==> config.mk <==
export PLATFORM = sky130hd
export DESIGN_NAME = mpu_region_select_base_regs
export DESIGN_NICKNAME = d
export VERILOG_FILES = /design/src/shared/mpu_regs_pkg.sv /design/src/logic/mpu_region_select_base_regs.sv /design/src/logic/region_base_store.sv
export SDC_FILE = /design/constraint.sdc
export NUM_CORES = 1
export LEC_CHECK = 0
export BUFFER_PORTS_ARGS = -buffer_cell sky130_fd_sc_hd__buf_2
export CAP_MARGIN = 20
export CORE_ASPECT_RATIO = 0.75
export CORE_MARGIN = 8
export CORE_UTILIZATION = 50
export CTS_CLUSTER_SIZE = 8
export DETAILED_ROUTE_END_ITERATION = 8
export MAX_ROUTING_LAYER = met4
export PLACE_DENSITY = 0.74
export REMOVE_ABC_BUFFERS = 1
export SLEW_MARGIN = 20
export SYNTH_ARGS = -nofsm -noshare
export SYNTH_HDL_FRONTEND = slang
export SYNTH_HIERARCHICAL = 1
export SYNTH_SLANG_ARGS = --single-unit
==> constraint.sdc <==
create_clock -name mclk -period 3.9 [get_ports mclk]
set_input_delay 0.39 -clock mclk [delete_from_list [all_inputs] [get_ports mclk]]
set_output_delay 0.39 -clock mclk [all_outputs]
set_load 0.05 [all_outputs]
==> src/shared/mpu_regs_pkg.sv <==
// Function
// RULE_01 - Hypervisor selector picks the region used by hypervisor base and limit registers
// RULE_02 - Selector region number in low byte, zero-extended, upper bits read zero
// RULE_03 - Stored selector width is ceiling of log2 of hypervisor region count
// RULE_04 - Regions are numbered zero upward by one to count minus one
// RULE_05 - Software never writes a selector value at or above region count
// RULE_06 - Selector reached only from hypervisor level at encoding 4, c6, c2, 1
// RULE_07 - Kernel access to selector traps when group six trap set
// RULE_08 - Type register reports kernel region count in bits 15:8, rest zero
// RULE_09 - Regions are unified only; type bit zero reads zero
// RULE_10 - Type register at encoding 0, c0, c0, 4 from kernel or hypervisor
// RULE_11 - Kernel type reads trap on group zero trap or identification trap
// RULE_12 - Indirect base register accesses region named by kernel region selector
// RULE_13 - Base bits 31:6 form inclusive lower address; bit 5 reads zero
// RULE_14 - Shareability in bits 4:3; code 01 reserved
// RULE_15 - Permission in bits 2:1, execute-never in bit 0
// RULE_16 - Base, attribute and selector fields have no meaningful reset value
// RULE_17 - Indirect base at encoding 0, c6, c3, 0 from kernel or hypervisor
// RULE_18 - Kernel base writes trap on write trap, reads on read trap, all on group trap
// RULE_19 - Directly indexed base registers for first 32 kernel regions, same layout
// RULE_20 - Direct register n decodes from opc1, CRm, opc2 bits; unimplemented n unallocated
// RULE_21 - Base and attributes of every region presented to address checking logic
package mpu_regs_pkg;

    // ------------------------------------------------------------
    // Access encodings
    // ------------------------------------------------------------
    localparam logic [3:0] COPROC_SYS     = 4'hF;
    localparam logic [2:0] HSEL_OPC1      = 3'h4;
    localparam logic [3:0] HSEL_CRN       = 4'h6;
    localparam logic [3:0] HSEL_CRM       = 4'h2;
    localparam logic [2:0] HSEL_OPC2      = 3'h1;
    localparam logic [2:0] TYPE_OPC1      = 3'h0;
    localparam logic [3:0] TYPE_CRN       = 4'h0;
    localparam logic [3:0] TYPE_CRM       = 4'h0;
    localparam logic [2:0] TYPE_OPC2      = 3'h4;
    localparam logic [2:0] BASE_OPC1      = 3'h0;
    localparam logic [3:0] BASE_CRN       = 4'h6;
    localparam logic [3:0] BASE_CRM       = 4'h3;
    localparam logic [2:0] BASE_OPC2      = 3'h0;
    localparam int         DIRECT_COUNT   = 32;

    // ------------------------------------------------------------
    // Privilege level codes
    // ------------------------------------------------------------
    localparam logic [1:0] LEVEL_USER     = 2'h0;
    localparam logic [1:0] LEVEL_KERNEL   = 2'h1;
    localparam logic [1:0] LEVEL_HYP      = 2'h2;

    // ------------------------------------------------------------
    // Field layout
    // ------------------------------------------------------------
    localparam int SEL_MSB        = 7;
    localparam int TYPE_COUNT_LSB = 8;
    localparam int TYPE_COUNT_MSB = 15;
    localparam int BASE_LSB       = 6;
    localparam int BASE_RSVD_BIT  = 5;
    localparam int SHARE_LSB      = 3;
    localparam int SHARE_MSB      = 4;
    localparam int PERM_LSB       = 1;
    localparam int PERM_MSB       = 2;
    localparam int EXEC_NEVER_BIT = 0;

    // ------------------------------------------------------------
    // Reset values
    // ------------------------------------------------------------
    localparam logic [25:0] BASE_RESET = 26'h0;
    localparam logic [1:0]  SHARE_RESET      = 2'h0;
    localparam logic [1:0]  PERM_RESET       = 2'h0;
    localparam logic        EXEC_NEVER_RESET = 1'b0;
    localparam logic [7:0]  SEL_RESET  = 8'h00;
    localparam logic [31:0] WORD_ZERO  = 32'h0000_0000;

endpackage : mpu_regs_pkg

==> src/logic/mpu_region_select_base_regs.sv <==
`timescale 1ns/1ns
module mpu_region_select_base_regs
    import mpu_regs_pkg::*;
#(
    parameter int KERNEL_REGIONS  = 16,
    parameter int HYP_REGIONS     = 16,
    parameter bit HYP_IMPLEMENTED = 1'b1
) (
    input  wire logic                        mclk,
    input  wire logic                        reset,
    input  wire logic                        cp_req,
    input  wire logic                        cp_write,
    input  wire logic [3:0]                  cp_coproc,
    input  wire logic [2:0]                  cp_opc1,
    input  wire logic [3:0]                  cp_crn,
    input  wire logic [3:0]                  cp_crm,
    input  wire logic [2:0]                  cp_opc2,
    input  wire logic [31:0]                 cp_wdata,
    input  wire logic [1:0]                  cp_level,
    input  wire logic                        trap_general_exceptions_control,
    input  wire logic                        hyp_group_zero_trap,
    input  wire logic                        hyp_group_six_trap,
    input  wire logic                        hyp_group_ten_trap,
    input  wire logic                        virtual_memory_write_trap,
    input  wire logic                        virtual_memory_read_trap,
    input  wire logic                        identification_group_one_trap,
    input  wire logic [7:0]                  kernel_region_selector,
    output logic                             cp_done,
    output logic      [31:0]                 cp_rdata,
    output logic                             cp_trap,
    output logic                             cp_undefined,
    output logic      [7:0]                  hyp_region_selector,
    output logic      [KERNEL_REGIONS*32-1:0] region_base_attr
);
    import mpu_regs_pkg::*;

    // ------------------------------------------------------------
    // Derived widths
    // ------------------------------------------------------------
    localparam int HSEL_W = (HYP_REGIONS > 1) ? $clog2(HYP_REGIONS) : 1; // RULE_03
    localparam int KSEL_W = (KERNEL_REGIONS > 1) ? $clog2(KERNEL_REGIONS) : 1;
    localparam logic [7:0] KERNEL_COUNT = 8'(KERNEL_REGIONS);

    // ------------------------------------------------------------
    // Decode
    // ------------------------------------------------------------
    logic       is_sys;
    logic       hit_hsel;
    logic       hit_type;
    logic       hit_sel_base;
    logic       idx_shape;
    logic [4:0] idx_n;
    logic       idx_in_range;
    logic       hit_idx_base;
    logic       ksel_in_range;
    logic       is_kernel;

    assign is_sys   = (cp_coproc == COPROC_SYS);
    assign is_kernel = (cp_level == LEVEL_KERNEL);

    assign hit_hsel = is_sys && cp_opc1 == HSEL_OPC1 && cp_crn == HSEL_CRN
                      && cp_crm == HSEL_CRM && cp_opc2 == HSEL_OPC2; // RULE_06

    assign hit_type = is_sys && cp_opc1 == TYPE_OPC1 && cp_crn == TYPE_CRN
                      && cp_crm == TYPE_CRM && cp_opc2 == TYPE_OPC2; // RULE_10

    assign hit_sel_base = is_sys && cp_opc1 == BASE_OPC1 && cp_crn == BASE_CRN
                          && cp_crm == BASE_CRM && cp_opc2 == BASE_OPC2; // RULE_17

    // Direct index scattered over opc1, CRm and opc2
    assign idx_shape = is_sys && cp_opc1[2:1] == 2'h0 && cp_crn == BASE_CRN
                       && cp_crm[3] && cp_opc2[1:0] == 2'h0; // RULE_20
    assign idx_n        = {cp_opc1[0], cp_crm[2:0], cp_opc2[2]}; // RULE_20
    assign idx_in_range = (int'(idx_n) < KERNEL_REGIONS)
                          && (int'(idx_n) < DIRECT_COUNT); // RULE_19
    // Unimplemented indices fall through as unallocated encodings
    assign hit_idx_base = idx_shape && idx_in_range; // RULE_20

    assign ksel_in_range = int'(kernel_region_selector) < KERNEL_REGIONS; // RULE_12

    // ------------------------------------------------------------
    // Access permission and trap resolution
    // ------------------------------------------------------------
    logic next_trap;
    logic next_undef;
    logic allowed;
    logic base_group_trap;

    assign base_group_trap = hit_idx_base ? hyp_group_ten_trap : hyp_group_six_trap;

    always_comb begin
        next_trap  = 1'b0;
        next_undef = 1'b0;
        allowed    = 1'b0;
        if (!(hit_hsel || hit_type || hit_sel_base || hit_idx_base)) begin
            next_undef = 1'b1;
        end else if (cp_level == LEVEL_USER) begin
            next_undef = 1'b1; // RULE_06
        end else if (is_kernel && trap_general_exceptions_control) begin
            // Kernel level does not run while general traps route to hypervisor
            next_undef = 1'b1;
        end else if (hit_hsel) begin
            if (!is_kernel) begin
                allowed = 1'b1; // RULE_06
            end else if (HYP_IMPLEMENTED && hyp_group_six_trap) begin
                next_trap = 1'b1; // RULE_07
            end else begin
                next_undef = 1'b1; // RULE_06
            end
        end else if (hit_type) begin
            if (is_kernel && HYP_IMPLEMENTED && !cp_write
                && (hyp_group_zero_trap || identification_group_one_trap)) begin
                next_trap = 1'b1; // RULE_11
            end else begin
                allowed = 1'b1; // RULE_10
            end
        end else begin
            if (is_kernel && HYP_IMPLEMENTED
                && ((cp_write && virtual_memory_write_trap)
                    || (!cp_write && virtual_memory_read_trap)
                    || base_group_trap)) begin
                next_trap = 1'b1; // RULE_18
            end else begin
                allowed = 1'b1; // RULE_17
            end
        end
    end

    logic do_write;
    logic do_read;

    assign do_write = cp_req && allowed && cp_write;
    assign do_read  = cp_req && allowed && !cp_write;

    // ------------------------------------------------------------
    // Hypervisor region selector
    // ------------------------------------------------------------
    logic [HSEL_W-1:0] hsel_region;

    // Upper bits of an oversized value are dropped; software keeps it in range
    always_ff @(posedge mclk or posedge reset) begin
        if (reset) begin
            hsel_region <= SEL_RESET[HSEL_W-1:0]; // RULE_16
        end else if (do_write && hit_hsel) begin
            hsel_region <= cp_wdata[HSEL_W-1:0]; // RULE_05
        end
    end

    assign hyp_region_selector = 8'(hsel_region); // RULE_01

    // ------------------------------------------------------------
    // Region base storage
    // ------------------------------------------------------------
    logic [KERNEL_REGIONS-1:0] region_wr;
    logic [31:0]               region_word [KERNEL_REGIONS];

    genvar gi;
    generate
        for (gi = 0; gi < KERNEL_REGIONS; gi++) begin : g_region // RULE_04
            // Indirect and direct paths share one store per region
            assign region_wr[gi] = do_write
                && ((hit_sel_base && ksel_in_range
                     && int'(kernel_region_selector) == gi) // RULE_12
                    || (hit_idx_base && int'(idx_n) == gi)); // RULE_19

            region_base_store u_store (
                .mclk       (mclk),
                .reset      (reset),
                .write_en   (region_wr[gi]),
                .write_data (cp_wdata),
                .value      (region_word[gi])
            );

            assign region_base_attr[gi*32 +: 32] = region_word[gi]; // RULE_21
        end
    endgenerate

    // ------------------------------------------------------------
    // Read data selection
    // ------------------------------------------------------------
    logic [31:0] read_word;

    always_comb begin
        read_word = WORD_ZERO;
        if (hit_hsel) begin
            read_word = 32'(hsel_region); // RULE_02
        end else if (hit_type) begin
            // Bit zero stays clear: no separate instruction and data regions
            read_word = WORD_ZERO;
            read_word[TYPE_COUNT_MSB:TYPE_COUNT_LSB] = KERNEL_COUNT; // RULE_08
            read_word[0] = 1'b0; // RULE_09
        end else if (hit_sel_base) begin
            // Out-of-range kernel selector reads as zero
            if (ksel_in_range) begin
                read_word = region_word[kernel_region_selector[KSEL_W-1:0]]; // RULE_12
            end
        end else if (hit_idx_base) begin
            read_word = region_word[idx_n[KSEL_W-1:0]]; // RULE_19
        end
    end

    // ------------------------------------------------------------
    // Response
    // ------------------------------------------------------------
    always_ff @(posedge mclk or posedge reset) begin
        if (reset) begin
            cp_done <= 1'b0;
        end else begin
            cp_done <= cp_req;
        end
    end

    always_ff @(posedge mclk or posedge reset) begin
        if (reset) begin
            cp_trap      <= 1'b0;
            cp_undefined <= 1'b0;
        end else begin
            cp_trap      <= cp_req && next_trap;
            cp_undefined <= cp_req && next_undef;
        end
    end

    // Read data held until the next allowed read so it can be sampled late
    always_ff @(posedge mclk or posedge reset) begin
        if (reset) begin
            cp_rdata <= WORD_ZERO;
        end else if (do_read) begin
            cp_rdata <= read_word;
        end
    end

endmodule : mpu_region_select_base_regs

==> src/logic/region_base_store.sv <==
`timescale 1ns/1ns
module region_base_store
    import mpu_regs_pkg::*;
(
    input  wire logic        mclk,
    input  wire logic        reset,
    input  wire logic        write_en,
    input  wire logic [31:0] write_data,
    output logic      [31:0] value
);
    import mpu_regs_pkg::*;

    logic [25:0] base;
    logic [1:0]  shareability_field;
    logic [1:0]  permission_field;
    logic        execute_never_bit;

    // Defined reset only for determinism; software must program a region
    always_ff @(posedge mclk or posedge reset) begin
        if (reset) begin
            base               <= BASE_RESET; // RULE_16
            shareability_field <= SHARE_RESET;
            permission_field   <= PERM_RESET;
            execute_never_bit  <= EXEC_NEVER_RESET;
        end else if (write_en) begin
            base               <= write_data[31:BASE_LSB]; // RULE_13
            shareability_field <= write_data[SHARE_MSB:SHARE_LSB]; // RULE_14
            permission_field   <= write_data[PERM_MSB:PERM_LSB]; // RULE_15
            execute_never_bit  <= write_data[EXEC_NEVER_BIT]; // RULE_15
        end
    end

    // Reserved shareability code kept as written, not corrected
    assign value = {base, 1'b0, shareability_field, permission_field, execute_never_bit}; // RULE_13

endmodule : region_base_store

## After elaboration in Yosys (flattened, before gate mapping)

Index checks and enable logic that the tools add are counted.

- Magnitude comparators: 4
- Reductions and logical operators: 109
- Muxes and demuxes: 35
- Equal/unequal tests: 38
- Bitwise operators: 2

Operators with widths:

| operator | number |
|---|---|
| $mux 32 | 9 |
| $bmux 32 s4 | 2 |
| $logic_and 1x1->1 | 77 |
| $eq 8x5->1 const B | 8 |
| $eq 5x5->1 const B | 8 |
| $eq 8x4->1 const B | 4 |
| $mux 1 | 24 |
| $logic_or 1x1->1 | 22 |
| $eq 5x4->1 const B | 4 |
| $eq 8x3->1 const B | 2 |
| $eq 5x3->1 const B | 2 |
| $ge 5x5->1 const B | 2 |
| $not 4->5 | 2 |
| $eq 4x2->1 const B | 2 |
| $eq 8x2->1 const B | 1 |
| $logic_not 4->1 | 2 |
| $logic_not 8->1 | 1 |
| $lt 8x5->1 const B | 1 |
| $eq 3x3->1 const B | 2 |
| $logic_not 2->1 | 3 |
| $logic_not 3->1 | 2 |
| $eq 5x2->1 const B | 1 |
| $logic_not 5->1 | 1 |
| $lt 5x5->1 const B | 1 |
| 5 further kinds | 5 |

- Input bits: 71
- Register bits: 535
- Word-level logic and storage cells: 257

## Logic depth before layout (Yosys ltp)

Gate-level depths: netlist of the first run.

- Depth in word-level cells: 18
- Depth in mapped cells: 11
- Mapped depth without buffers: 7

## Modules after synthesis

Netlist of the first run, hierarchy kept.

Modules (own cells, without submodules):

| module | times used | cells an instance | area each (um2) | seq. area each (um2) |
|---|---|---|---|---|
| region_base_store | 16 | 69 | 1181.1 | 775.7 |
| mpu_region_select_base_regs | 1 | 847 | 10102.2 | 975.9 |

## Least setup slack after synthesis of the first run

OpenSTA, ideal clock, no wires.

- Path kind: input -> register
- Start: input port cp_crn[0]
- End: register g_region[10].u_store.base[0]
- Slack: 1.022 ns
- Data arrival time: 2.753 ns
- Required time: 3.775 ns
- Buffers on the path: 2
- Stages: 9
- Setup time: 0.125 ns
- Cells stage by stage: nor4_2 > nand4_1 > or3_1 > a311oi_2 > o211ai_1 > buf_2 > nor2_1 > buf_6 > mux2_2

- Longest elaborated chain between the ends: 17
- Elaborated cells between the ends (all ways): 34

RTL lines:

| item | line | text |
|---|---|---|
| start: declaration | mpu_region_select_base_regs.sv:15 | `input wire logic [3:0] cp_crn,` |
| $eq 4x3->1 | mpu_region_select_base_regs.sv:61, mpu_region_select_base_regs.sv:67, mpu_region_select_base_regs.sv:71 |  |
| $logic_and 1x1->1 | mpu_region_select_base_regs.sv:71 | `assign idx_shape = is_sys && cp_opc1[2:1] == 2'h0 && cp_crn == BASE_CRN` |
| $logic_and 1x1->1 (2 in a row) | mpu_region_select_base_regs.sv:72 | `&& cp_crm[3] && cp_opc2[1:0] == 2'h0;` |
| $logic_and 1x1->1 | mpu_region_select_base_regs.sv:77 | `assign hit_idx_base = idx_shape && idx_in_range;` |
| $mux 1 | mpu_region_select_base_regs.sv:89 | `assign base_group_trap = hit_idx_base ? hyp_group_ten_trap : hyp_group_six_trap;` |
| $logic_or 1x1->1 | mpu_region_select_base_regs.sv:121 | `\|\| base_group_trap)) begin` |
| $logic_and 1x1->1 | mpu_region_select_base_regs.sv:119 | `&& ((cp_write && virtual_memory_write_trap)` |
| $mux 1 | mpu_region_select_base_regs.sv:118 | `if (is_kernel && HYP_IMPLEMENTED` |
| $mux 1 | mpu_region_select_base_regs.sv:110 | `end else if (hit_type) begin` |
| $mux 1 | mpu_region_select_base_regs.sv:102 | `end else if (hit_hsel) begin` |
| $mux 1 | mpu_region_select_base_regs.sv:99 | `end else if (is_kernel && trap_general_exceptions_control) begin` |
| $mux 1 | mpu_region_select_base_regs.sv:97 | `end else if (cp_level == LEVEL_USER) begin` |
| $mux 1 | mpu_region_select_base_regs.sv:95 | `if (!(hit_hsel \|\| hit_type \|\| hit_sel_base \|\| hit_idx_base)) begin` |
| $logic_and 1x1->1 (2 in a row) | mpu_region_select_base_regs.sv:132 | `assign do_write = cp_req && allowed && cp_write;` |
| $logic_and 1x1->1 * | mpu_region_select_base_regs.sv:162 | `&& ((hit_sel_base && ksel_in_range` |
| net region_wr[10] | mpu_region_select_base_regs.sv:154 | `logic [KERNEL_REGIONS-1:0] region_wr;` |
| end signal: assignment | region_base_store.sv:26 | `base <= write_data[31:BASE_LSB];` |
| end: declaration | region_base_store.sv:13 | `logic [25:0] base;` |

Mark *: on every way through the listed nets, which the timed path passes. The rest lies on a longest branch.
A chain may end at the register's enable or synchronous reset.

## Worst setup path in the final report of the first run

- Start: input port cp_crm[1]
- End: register g_region[14].u_store.base[16]

- Longest elaborated chain between the ends: 14
- Elaborated cells between the ends (all ways): 31

RTL lines:

| item | line | text |
|---|---|---|
| start: declaration | mpu_region_select_base_regs.sv:16 | `input wire logic [3:0] cp_crm,` |
| $lt 5x5->1 | mpu_region_select_base_regs.sv:74 | `assign idx_in_range = (int'(idx_n) < KERNEL_REGIONS)` |
| $logic_and 1x1->1 | mpu_region_select_base_regs.sv:77 |  |
| $mux 1 | mpu_region_select_base_regs.sv:89 |  |
| $logic_or 1x1->1 | mpu_region_select_base_regs.sv:121 |  |
| $logic_and 1x1->1 | mpu_region_select_base_regs.sv:119 |  |
| $mux 1 | mpu_region_select_base_regs.sv:118 |  |
| $mux 1 | mpu_region_select_base_regs.sv:110 |  |
| $mux 1 | mpu_region_select_base_regs.sv:102 |  |
| $mux 1 | mpu_region_select_base_regs.sv:99 |  |
| $mux 1 | mpu_region_select_base_regs.sv:97 |  |
| $mux 1 | mpu_region_select_base_regs.sv:95 |  |
| $logic_and 1x1->1 (2 in a row) | mpu_region_select_base_regs.sv:132 |  |
| $logic_and 1x1->1 * | mpu_region_select_base_regs.sv:162 |  |
| net region_wr[14] | mpu_region_select_base_regs.sv:154 |  |
| end signal: assignment | region_base_store.sv:26 |  |
| end: declaration | region_base_store.sv:13 |  |

Marks and branches as above.

==> impl_metrics.ini, run 1 <==
[die]
num_io_pins = 626
dieArea_mm2 = 0.0660
initial_core_util_pct = 50.6
core_area_mm2 = 0.0573
fp-row-count = 76
die-width_um = 294
die_h_um = 225

[synth]
synth_ff_type = dfrtp_1
async_flop_share_pct = 100
ys_warn_count = 6
synth-edff-count = 0
avgSynthCellArea_um2 = 14.9
synth_seq_area_share_pct = 46.2
synth.distinct_cells = 46
syn_area_mm2 = 0.0290
ys_ff_latch = 535
synthCells = 1951

[power]
power-per-cell-area_mw_per_mm2 = 354
vdd.ir_drop.worst_mv = 0.298
p_leak_nw = 17.6
finalPower_mw = 12.3

[timing]
finalClockSkew_ps = 24.9
layout_min_cycle_time_ps = 2780
fin_crit_sh_pct = 71.4
rsz0062_at_grt = no
max-slew-margin-rel_pct = 25.2
worstMarginPinSlew_ps = 1120
fmax_mhz = 359
hold_violations = 0
setup_viol = 0
slew_viol_final = 0

[route]
first_pass_iters = 5
wl_per_cell_um = 36.4
drtIter0Drc = 2328
ant_nets = 0
vias = 22700
drc = 0
avgViaCountPerCell = 6.86
totalWireLength_um = 120000

[setup_path]
end_kind = register
cp-start-kind = input port
slowest_delay_ps = 490
crit_path_cell_trace = buf_2, nand4b_1, nor4b_1, nand3_1, buf_4, nor3b_1, a32oi_1, nor2_4, buf_4, mux2_2
critical_path_peak_fanout = 12
cpMostUsedCell = buf_4
cp.required_ps = 4370
cp.arrival_ps = 3250
crit_type = in2reg
critPathSlowestCell = nor3b_1

[cells_and_area]
area_growth_pct = 20.1
layout-drive-gt1-share_pct = 61.8
nNetsFinal = 2590
final_util_pct = 60.7
final_cell_mix = 598 x buf_2, 535 x dfrtp_1, 510 x mux2_2
final_common_cell = buf_2

[place]
gp_congestion = 0.917
hpwl_um = 78500
io_buffers = 604

[clock_network]
root_buffer = clkbuf_16
ctsResizeCount = 0
insertion_delay_ps = 610
clk_path_buf_depth = 3
cts_buffers = 76
clk_pin_slew_worst_paths_ps = 50
htree_levels = 3
cts_sinks = 535
cts_tree = yes

[hold_path]
min-delay-path-class = in2async

[grt]
grt_pass1_wl_um = 171000
grt_pass1_vias = 23600
antenna_found_initial = 1
track_usage_pct = 36.7
overflow = 0
grt_max_degree = 90

[run_status]
status = finished clean

[run]
cap_violations = 0
-- worst max-delay path: cells and delay by family --
family / cells / cell delay [ps]
AO/OA/AOI/OAI: 1 / 240
buffers and inverters: 3 / 780
multiplexers: 1 / 370
AND/OR/NAND/NOR: 5 / 1440
-- repair_timing --
item	4_1_cts	5_1_grt
hold buffers	1	0
endpoints found under the hold margin	1	0
setup buffers	0	0
-- routing by layer --
layer | share of wire (%) | up-vias | GRT usage (%)
met2 | 46 | 1826 | 54.9
met3 | 13 | 387 | 14.3
met5 | 0 | - | -
met1 | 36 | 11900 | 44.9
li1 | - | 8571 | -
met4 | 4.5 | 0 | 14.4
-- synthesized netlist by cell type, types with 3 or more instances --
| master | n | area (µm²) |
|---|---|---|
| mux2i_1 | 70 | 701 |
| nand2_1 | 14 | 52.6 |
| and2_1 | 3 | 18.8 |
| buf_4 | 36 | 270 |
| buf_2 | 34 | 170 |
| conb_1 | 17 | 63.8 |
| nor2_1 | 23 | 86.3 |
| inv_1 | 45 | 169 |
| clkbuf_1 | 52 | 195 |
| a32oi_1 | 5 | 43.8 |
| a221oi_1 | 3 | 26.3 |
| mux4_2 | 247 | 5560 |
| dfrtp_1 | 535 | 13400 |
| mux2_2 | 510 | 5740 |
| nor3_1 | 6 | 30.0 |
| nor3b_1 | 3 | 22.5 |
| a22oi_1 | 68 | 510 |
| a211oi_1 | 31 | 233 |
| o22ai_1 | 5 | 31.3 |
| o211ai_1 | 6 | 45.0 |
| and3_1 | 6 | 37.5 |
| nand2b_1 | 5 | 31.3 |
| nor2b_1 | 40 | 250 |
| o21ai_0 | 6 | 30.0 |
| buf_6 | 50 | 563 |
| buf_1 | 21 | 78.8 |
| a21oi_1 | 86 | 430 |
-- final cells by class --
cell class,count,area (µm²)
Multi-Input combinational cell,1181,14300
Clock inverter,4,57.6
Antenna cell,1,2.50
Sequential cell,535,13400
Clock buffer,79,1960
Inverter,45,175
Fill cell,4461,22500
Timing Repair Buffer,680,3930
Tap cell,780,976
-- final timing paths --
check / slack (ps) / end / depth (start not counted) / startpoint
min in group mclk: 130 / cp_undefined / 3 / cp_level[1]
setup / recovery: 1120 / g_region[14].u_store/base[16] / 10 / cp_crm[1]
hold / removal: 40 / g_region[3].u_store/base[15] / 2 / reset
hold reg to reg: 490 / cp_rdata[12] / 1 / cp_rdata[12]
max in group asynchronous: 2740 / cp_rdata[0] / 3 / reset
setup reg to reg: 1880 / cp_rdata[31] / 6 / g_region[3].u_store/base[25]
-- power breakdown --
group / switching (mW) / total (mW) / internal [mW] / leakage (nW)
Combinational: 0.651 / 0.859 / 0.207 / 9.29
Sequential: 0.000451 / 5.56 / 5.56 / 7.33
Clock: 2.38 / 5.89 / 3.51 / 0.988
Total: 3.03 / 12.3 / 9.28 / 17.6
-- per-stage QoR --
step / setup TNS [ps] / instances / hold slack [ps] / cell area (µm²) / worst slack [ps]
final: 0 / 3305 / 40.4 / 34800 / 1120
after global routing: 0 / 3305 / 60.7 / 34800 / 1010
after CTS: 0 / 3304 / 13.4 / 34800 / 1200
after detailed placement: 0 / 3220 / 476 / 32800 / 564
after global placement: 0 / 3220 / 477 / 32800 / 688
after floorplan: -466220 / 1761 / 421 / 27700 / -940
-- logic make-up after synthesis --
kind of cell	synth area share [%]
other	0.220
AOI/OAI and AO/OA	5.03
and+or+nand+nor	2.12
DFF	46.2
muxes	41.5
buffers and inverters	4.99
-- flip-flops by register name (all words and copies together), names as in the netlist --
name	flops
g_region.u_store/permission_field	32
g_region.u_store/execute_never_bit	16
cp_undefined	1
cp_done	1
cp_trap	1
g_region.u_store/shareability_field	32
g_region.u_store/base	416
cp_rdata	32
hsel_region	4
No activity file was read; power rests on OpenSTA's default activity.
==> run 2, diff against run 1 <==
Clock period 3.9 ns to 2.79 ns, I/O delays scaled along.
==> run 2 against run 1 <==
Worst setup slack worse by 780 ps. Die area unchanged. Worst hold slack better by 33 ps. Power is 39% higher. Sequential cell count is the same. Largest cell class unchanged.
==> impl_metrics.ini, run 2 (synthesis results as in run 1) <==
[cells_and_area]
largest_register = g_region.u_store/base
final_common_cell = buf_2
final_util_pct = 61.8
layout-drive-gt1-share_pct = 62.4
stdcell_count = 3355
fillCellCount = 4388
fin_area_mm2 = 0.0354
largest_reg_flops = 416
final_cell_mix = 598 x buf_2, 535 x dfrtp_1, 510 x mux2_2
nNetsFinal = 2638
area_growth_pct = 22.1

[power]
vdd.ir_drop.worst_mv = 0.418
power-per-cell-area_mw_per_mm2 = 484
p_leak_nw = 17.9

[grt]
track_usage_pct = 36.6
overflow = 0
grt_pass1_vias = 23800
antenna_found_initial = 4
grt_max_degree = 65
grt_pass1_wl_um = 172000

[route]
met1_length_um = 42700
top_layer = met4
vias = 22800
wl_met2_um = 56200
totalWireLength_um = 120000
ant_nets = 0
drc = 0
avgViaCountPerCell = 6.79
drtIter0Drc = 2838
wl_per_cell_um = 35.9
first_pass_iters = 5
wl_met3_um = 17000

[clock_network]
cts_tree = yes
htree_levels = 3
cts_buffers = 76
insertion_delay_ps = 620
clk_path_buf_depth = 3
root_buffer = clkbuf_16
cts_sinks = 535
clk_pin_slew_worst_paths_ps = 50
ctsResizeCount = 0

[setup_path]
r2r_slack_ps = 790
cp.required_ps = 3270
cp.arrival_ps = 2930
critical_path_peak_fanout = 16
end_kind = register
r2r-start = g_region[10].u_store/permission_field[1]
cp-startpoint = cp_crn[0]
crit_type = in2reg
reg2regPathDepth = 6
cp-start-kind = input port
crit_end = g_region[10].u_store/execute_never_bit
reg2reg_to = cp_rdata[2]

[die]
initial_core_util_pct = 50.6
num_io_pins = 626
fp-row-count = 76
die-width_um = 294
dieArea_mm2 = 0.0660
die_h_um = 225
core_area_mm2 = 0.0573

[timing]
layout_min_cycle_time_ps = 2460
setup_viol = 0
max-slew-margin-rel_pct = 45.3
fmax_mhz = 407
setup_ws_ps = 334
fin_crit_sh_pct = 88.0
slew_viol_final = 0
finalClockSkew_ps = 24.8
rsz0062_at_grt = no
worstMarginPinSlew_ps = 820
hold_violations = 0

[place]
pre_cts_ws_ps = -234
io_buffers = 604
hpwl_um = 83000
placed_area_mm2 = 0.0334
dp_cells = 3266
gp_congestion = 0.942

[hold_path]
hold_depth = 4
hold_path.startpoint = trap_general_exceptions_control
min-delay-path-class = in2reg

[run]
cap_violations = 0

[run_status]
status = finished clean
## run 2: per-stage QoR
| step | total power [mW] | setup TNS (ps) | hold WS [ps] |
|---|---|---|---|
| floorplan | 8.34 | -981550 | 310 |
| global placement | 9.08 | -67820 | 424 |
| detailed placement | 9.11 | -90970 | 432 |
| CTS | 17.2 | 0 | 33.6 |
| global route | 17.5 | 0 | 62.7 |
| finish | 17.1 | 0 | 73.0 |
## run 2: worst max-delay path: stages
cell	delay, ps
buf_2	100
nor4_2	310
nand4_1	170
or3_1	370
a311oi_2	310
o211ai_1	270
buf_12	270
nor2_4	220
buf_12	230
mux2_2	360
## run 2: what timing repair did
item / 4_1_cts / 5_1_grt
hold buffers: 3 / 0
setup buffers: 0 / 0
endpoints found under the hold margin: 118 / 0
## run 2: routing by layer
layer | vias to the layer above | GRT usage, %
li1 | 8690 | -
met5 | - | -
met1 | 11900 | 44.7
met4 | 0 | 12.9
met3 | 356 | 13.7
met2 | 1864 | 55.9
## run 2: worst min path at each step
stage | end | slack [ps]
2_1_floorplan | cp_done | 310
3_3_place_gp | cp_done | 420
3_5_place_dp | cp_done | 430
4_1_cts | cp_undefined | 30
5_1_grt | cp_undefined | 60
6_report | cp_undefined | 70
## run 2: cell type report
| class | count | area (µm²) | share of cell area [%] |
|---|---|---|---|
| Tap cell | 780 | 976 | 2.76 |
| Inverter | 45 | 171 | 0.484 |
| Sequential cell | 535 | 13400 | 37.8 |
| Antenna cell | 3 | 7.51 | 0.0212 |
| Timing Repair Buffer | 728 | 4570 | 12.9 |
| Clock inverter | 6 | 60.1 | 0.170 |
| Clock buffer | 77 | 1910 | 5.38 |
| Multi-Input combinational cell | 1181 | 14300 | 40.5 |
## run 2: where the power goes
group / switching [mW] / internal (mW)
sequential: 0.000614 / 7.78
combinational: 0.902 / 0.328
clock: 3.33 / 4.80
==> run 3, diff against run 2 <==
Settings changed: CORE_MARGIN 8 to 3, CTS_CLUSTER_SIZE 8 to 24.
==> run 3 against run 2 <==
Sequential share of layout area grew 0.26 points. Die area shrank 7.7%. Cell area shrank 0.67%. Wire length shrank 5.5%. Via count shrank 1.1%. Power shrank 4.0%. First-iteration DRC count grew 1.4%. Worst hold slack lost 40 ps. Largest power group is now registers. Clock skew shrank 8.3 ps. Cell count is essentially flat. Non-clock buffer count shrank 5.
==> impl_metrics.ini, run 3 (synthesis results as in run 1) <==
[timing]
fin_crit_sh_pct = 84.2
slew_viol_final = 0
worstMarginPinSlew_ps = 1110
hold_ws_ps = 33.5
setup_viol = 0
fmax_mhz = 426
layout_min_cycle_time_ps = 2350
hold_violations = 0
finalClockSkew_ps = 16.5
max-slew-margin-rel_pct = 26.0
rsz0062_at_grt = no

[die]
fp-row-count = 75
initial_core_util_pct = 51.2
die_h_um = 215
die-width_um = 284
core_area_mm2 = 0.0567
num_io_pins = 626
dieArea_mm2 = 0.0610

[grt]
gr-max-usage-layer = met2
met1_usage_pct = 48.9
grt_max_degree = 82
overflow = 0
grt_pass1_vias = 23100
antenna_found_initial = 3
track_usage_pct = 38.1
met3_usage_pct = 11.9
grt_pass1_wl_um = 165000
grtUsageMet2_pct = 57.3

[clock_network]
cts_sinks = 535
insertion_delay_ps = 600
htree_levels = 2
cts_buffers = 54
root_buffer = clkbuf_16
cts_tree = yes
clk_path_buf_depth = 3
ctsResizeCount = 0
clk_pin_slew_worst_paths_ps = 70

[route]
wl_per_cell_um = 33.9
vias = 22500
totalWireLength_um = 114000
first_pass_iters = 6
drc = 0
drtIter0Drc = 2878
ant_nets = 0
avgViaCountPerCell = 6.72

[cells_and_area]
largest_reg_flops = 416
multi_input_area_mm2 = 0.0143
fillCellCount = 4302
largest_register = g_region.u_store/base
final_util_pct = 62.1
nNetsFinal = 2611
final_cell_mix = 598 x buf_2, 535 x dfrtp_1, 510 x mux2_2
layout-drive-gt1-share_pct = 62.2
final_common_cell = buf_2
fin_area_mm2 = 0.0352
stdcell_count = 3354
area_growth_pct = 21.3
seq_area_mm2 = 0.0134

[setup_path]
end_kind = register
reg2regPathDepth = 6
cp-start-kind = input port
r2r-start = g_region[2].u_store/permission_field[1]
critical_path_peak_fanout = 16
cpLargestDelayFamily = simple AND/OR/NAND/NOR gates
crit_type = in2reg
r2r_slack_ps = 800
crit_path_cell_trace = buf_2, nor4_2, nand4_1, or3_1, a311oi_2, o211ai_1, buf_12, nor2_4, buf_12, mux2_2
cpMostUsedCell = buf_12
cp-startpoint = cp_crn[0]
cp.arrival_ps = 2820
slowest_delay_ps = 360
reg2reg_to = cp_rdata[2]
cp.required_ps = 3260
cp.buffers_inverters = 3
critPathSlowestCell = or3_1
crit_end = g_region[1].u_store/shareability_field[0]
worstSetupPathDepth = 10

[run_status]
status = finished clean

[place]
placed_area_mm2 = 0.0333
io_buffers = 604
dp_cells = 3251
hpwl_um = 77100
gp_congestion = 0.943

[power]
p_switching_mw = 4.07
power-per-cell-area_mw_per_mm2 = 468
pwr-share-clk_pct = 45.5
finalPower_mw = 16.5
p_leak_nw = 17.8
seq_power_share_pct = 47.1
combPwrFrac_pct = 7.4
switching_share_pct = 24.7
vdd.ir_drop.worst_mv = 0.446
intPower_mw = 12.4

[hold_path]
min-delay-path-class = in2reg
hold_depth = 3

[run]
cap_violations = 0
run 3: cell count changes in the layout (fill, tap and decap cells not counted), moves of 4 or more:
| cell | before | now |
|---|---|---|
| clkbuf_8 | 0 | 20 |
| clkbuf_16 | 76 | 55 |
| inv_6 | 5 | 1 |
| clkbuf_1 | 1 | 11 |
| inv_2 | 16 | 12 |
| clkinv_2 | 0 | 8 |
run 3: worst min path at each step:
stage                     start           end  slack (ps)
floorplan                cp_req       cp_done         310
global placement         cp_req       cp_done         430
detailed placement       cp_req       cp_done         430
CTS                 cp_level[1]  cp_undefined           6
global route        cp_level[1]  cp_undefined          40
finish              cp_level[1]  cp_undefined          30
run 3: final cells by class:
cell class                 count  share of cell area (%)
multi-input combinational   1181                    40.7
sequential                   535                    38.1
timing repair buffer         723                    12.8
clock buffer                  85                    4.77
tap                          770                    2.74
inverter                      45                   0.502
clock inverter                13                   0.391
antenna                        2                  0.0142
run 3: per-stage QoR:
step / setup slack (ps) / TNS (ps)
3_3_place_gp: -94.0 / -10900
6_report: 442 / 0
5_1_grt: 329 / 0
2_1_floorplan: -1940 / -981550
4_1_cts: 485 / 0
3_5_place_dp: -102 / -22280
run 3: power groups by stage:
stage                     Sequential (mW)  Clock [mW]  Combinational (mW)
after detailed placement             7.90           0                1.18
after global routing                 7.75        7.87                1.27
after floorplan                      7.91           0               0.429
final                                7.76        7.48                1.22
after global placement               7.90           0                1.16
after CTS                            7.76        7.54                1.19
run 3: routing by layer:
| layer | share of wire (%) | wire length (µm) |
|---|---|---|
| met5 | 0 | 0 |
| met4 | 4.4 | 5030 |
| met3 | 13 | 14700 |
| met2 | 46 | 52000 |
| met1 | 37 | 42100 |
run 3: tightest hold or removal path, delay by kind of cell:
kind            cells  cell delay [ps]
buf+inv             1              100
compound gates      2              200
run 3: what timing repair did:
action	CTS	global route
buffers inserted	0	0
endpoints found under the setup margin	0	0
hold endpoints to repair	77	0
hold buffers	2	0
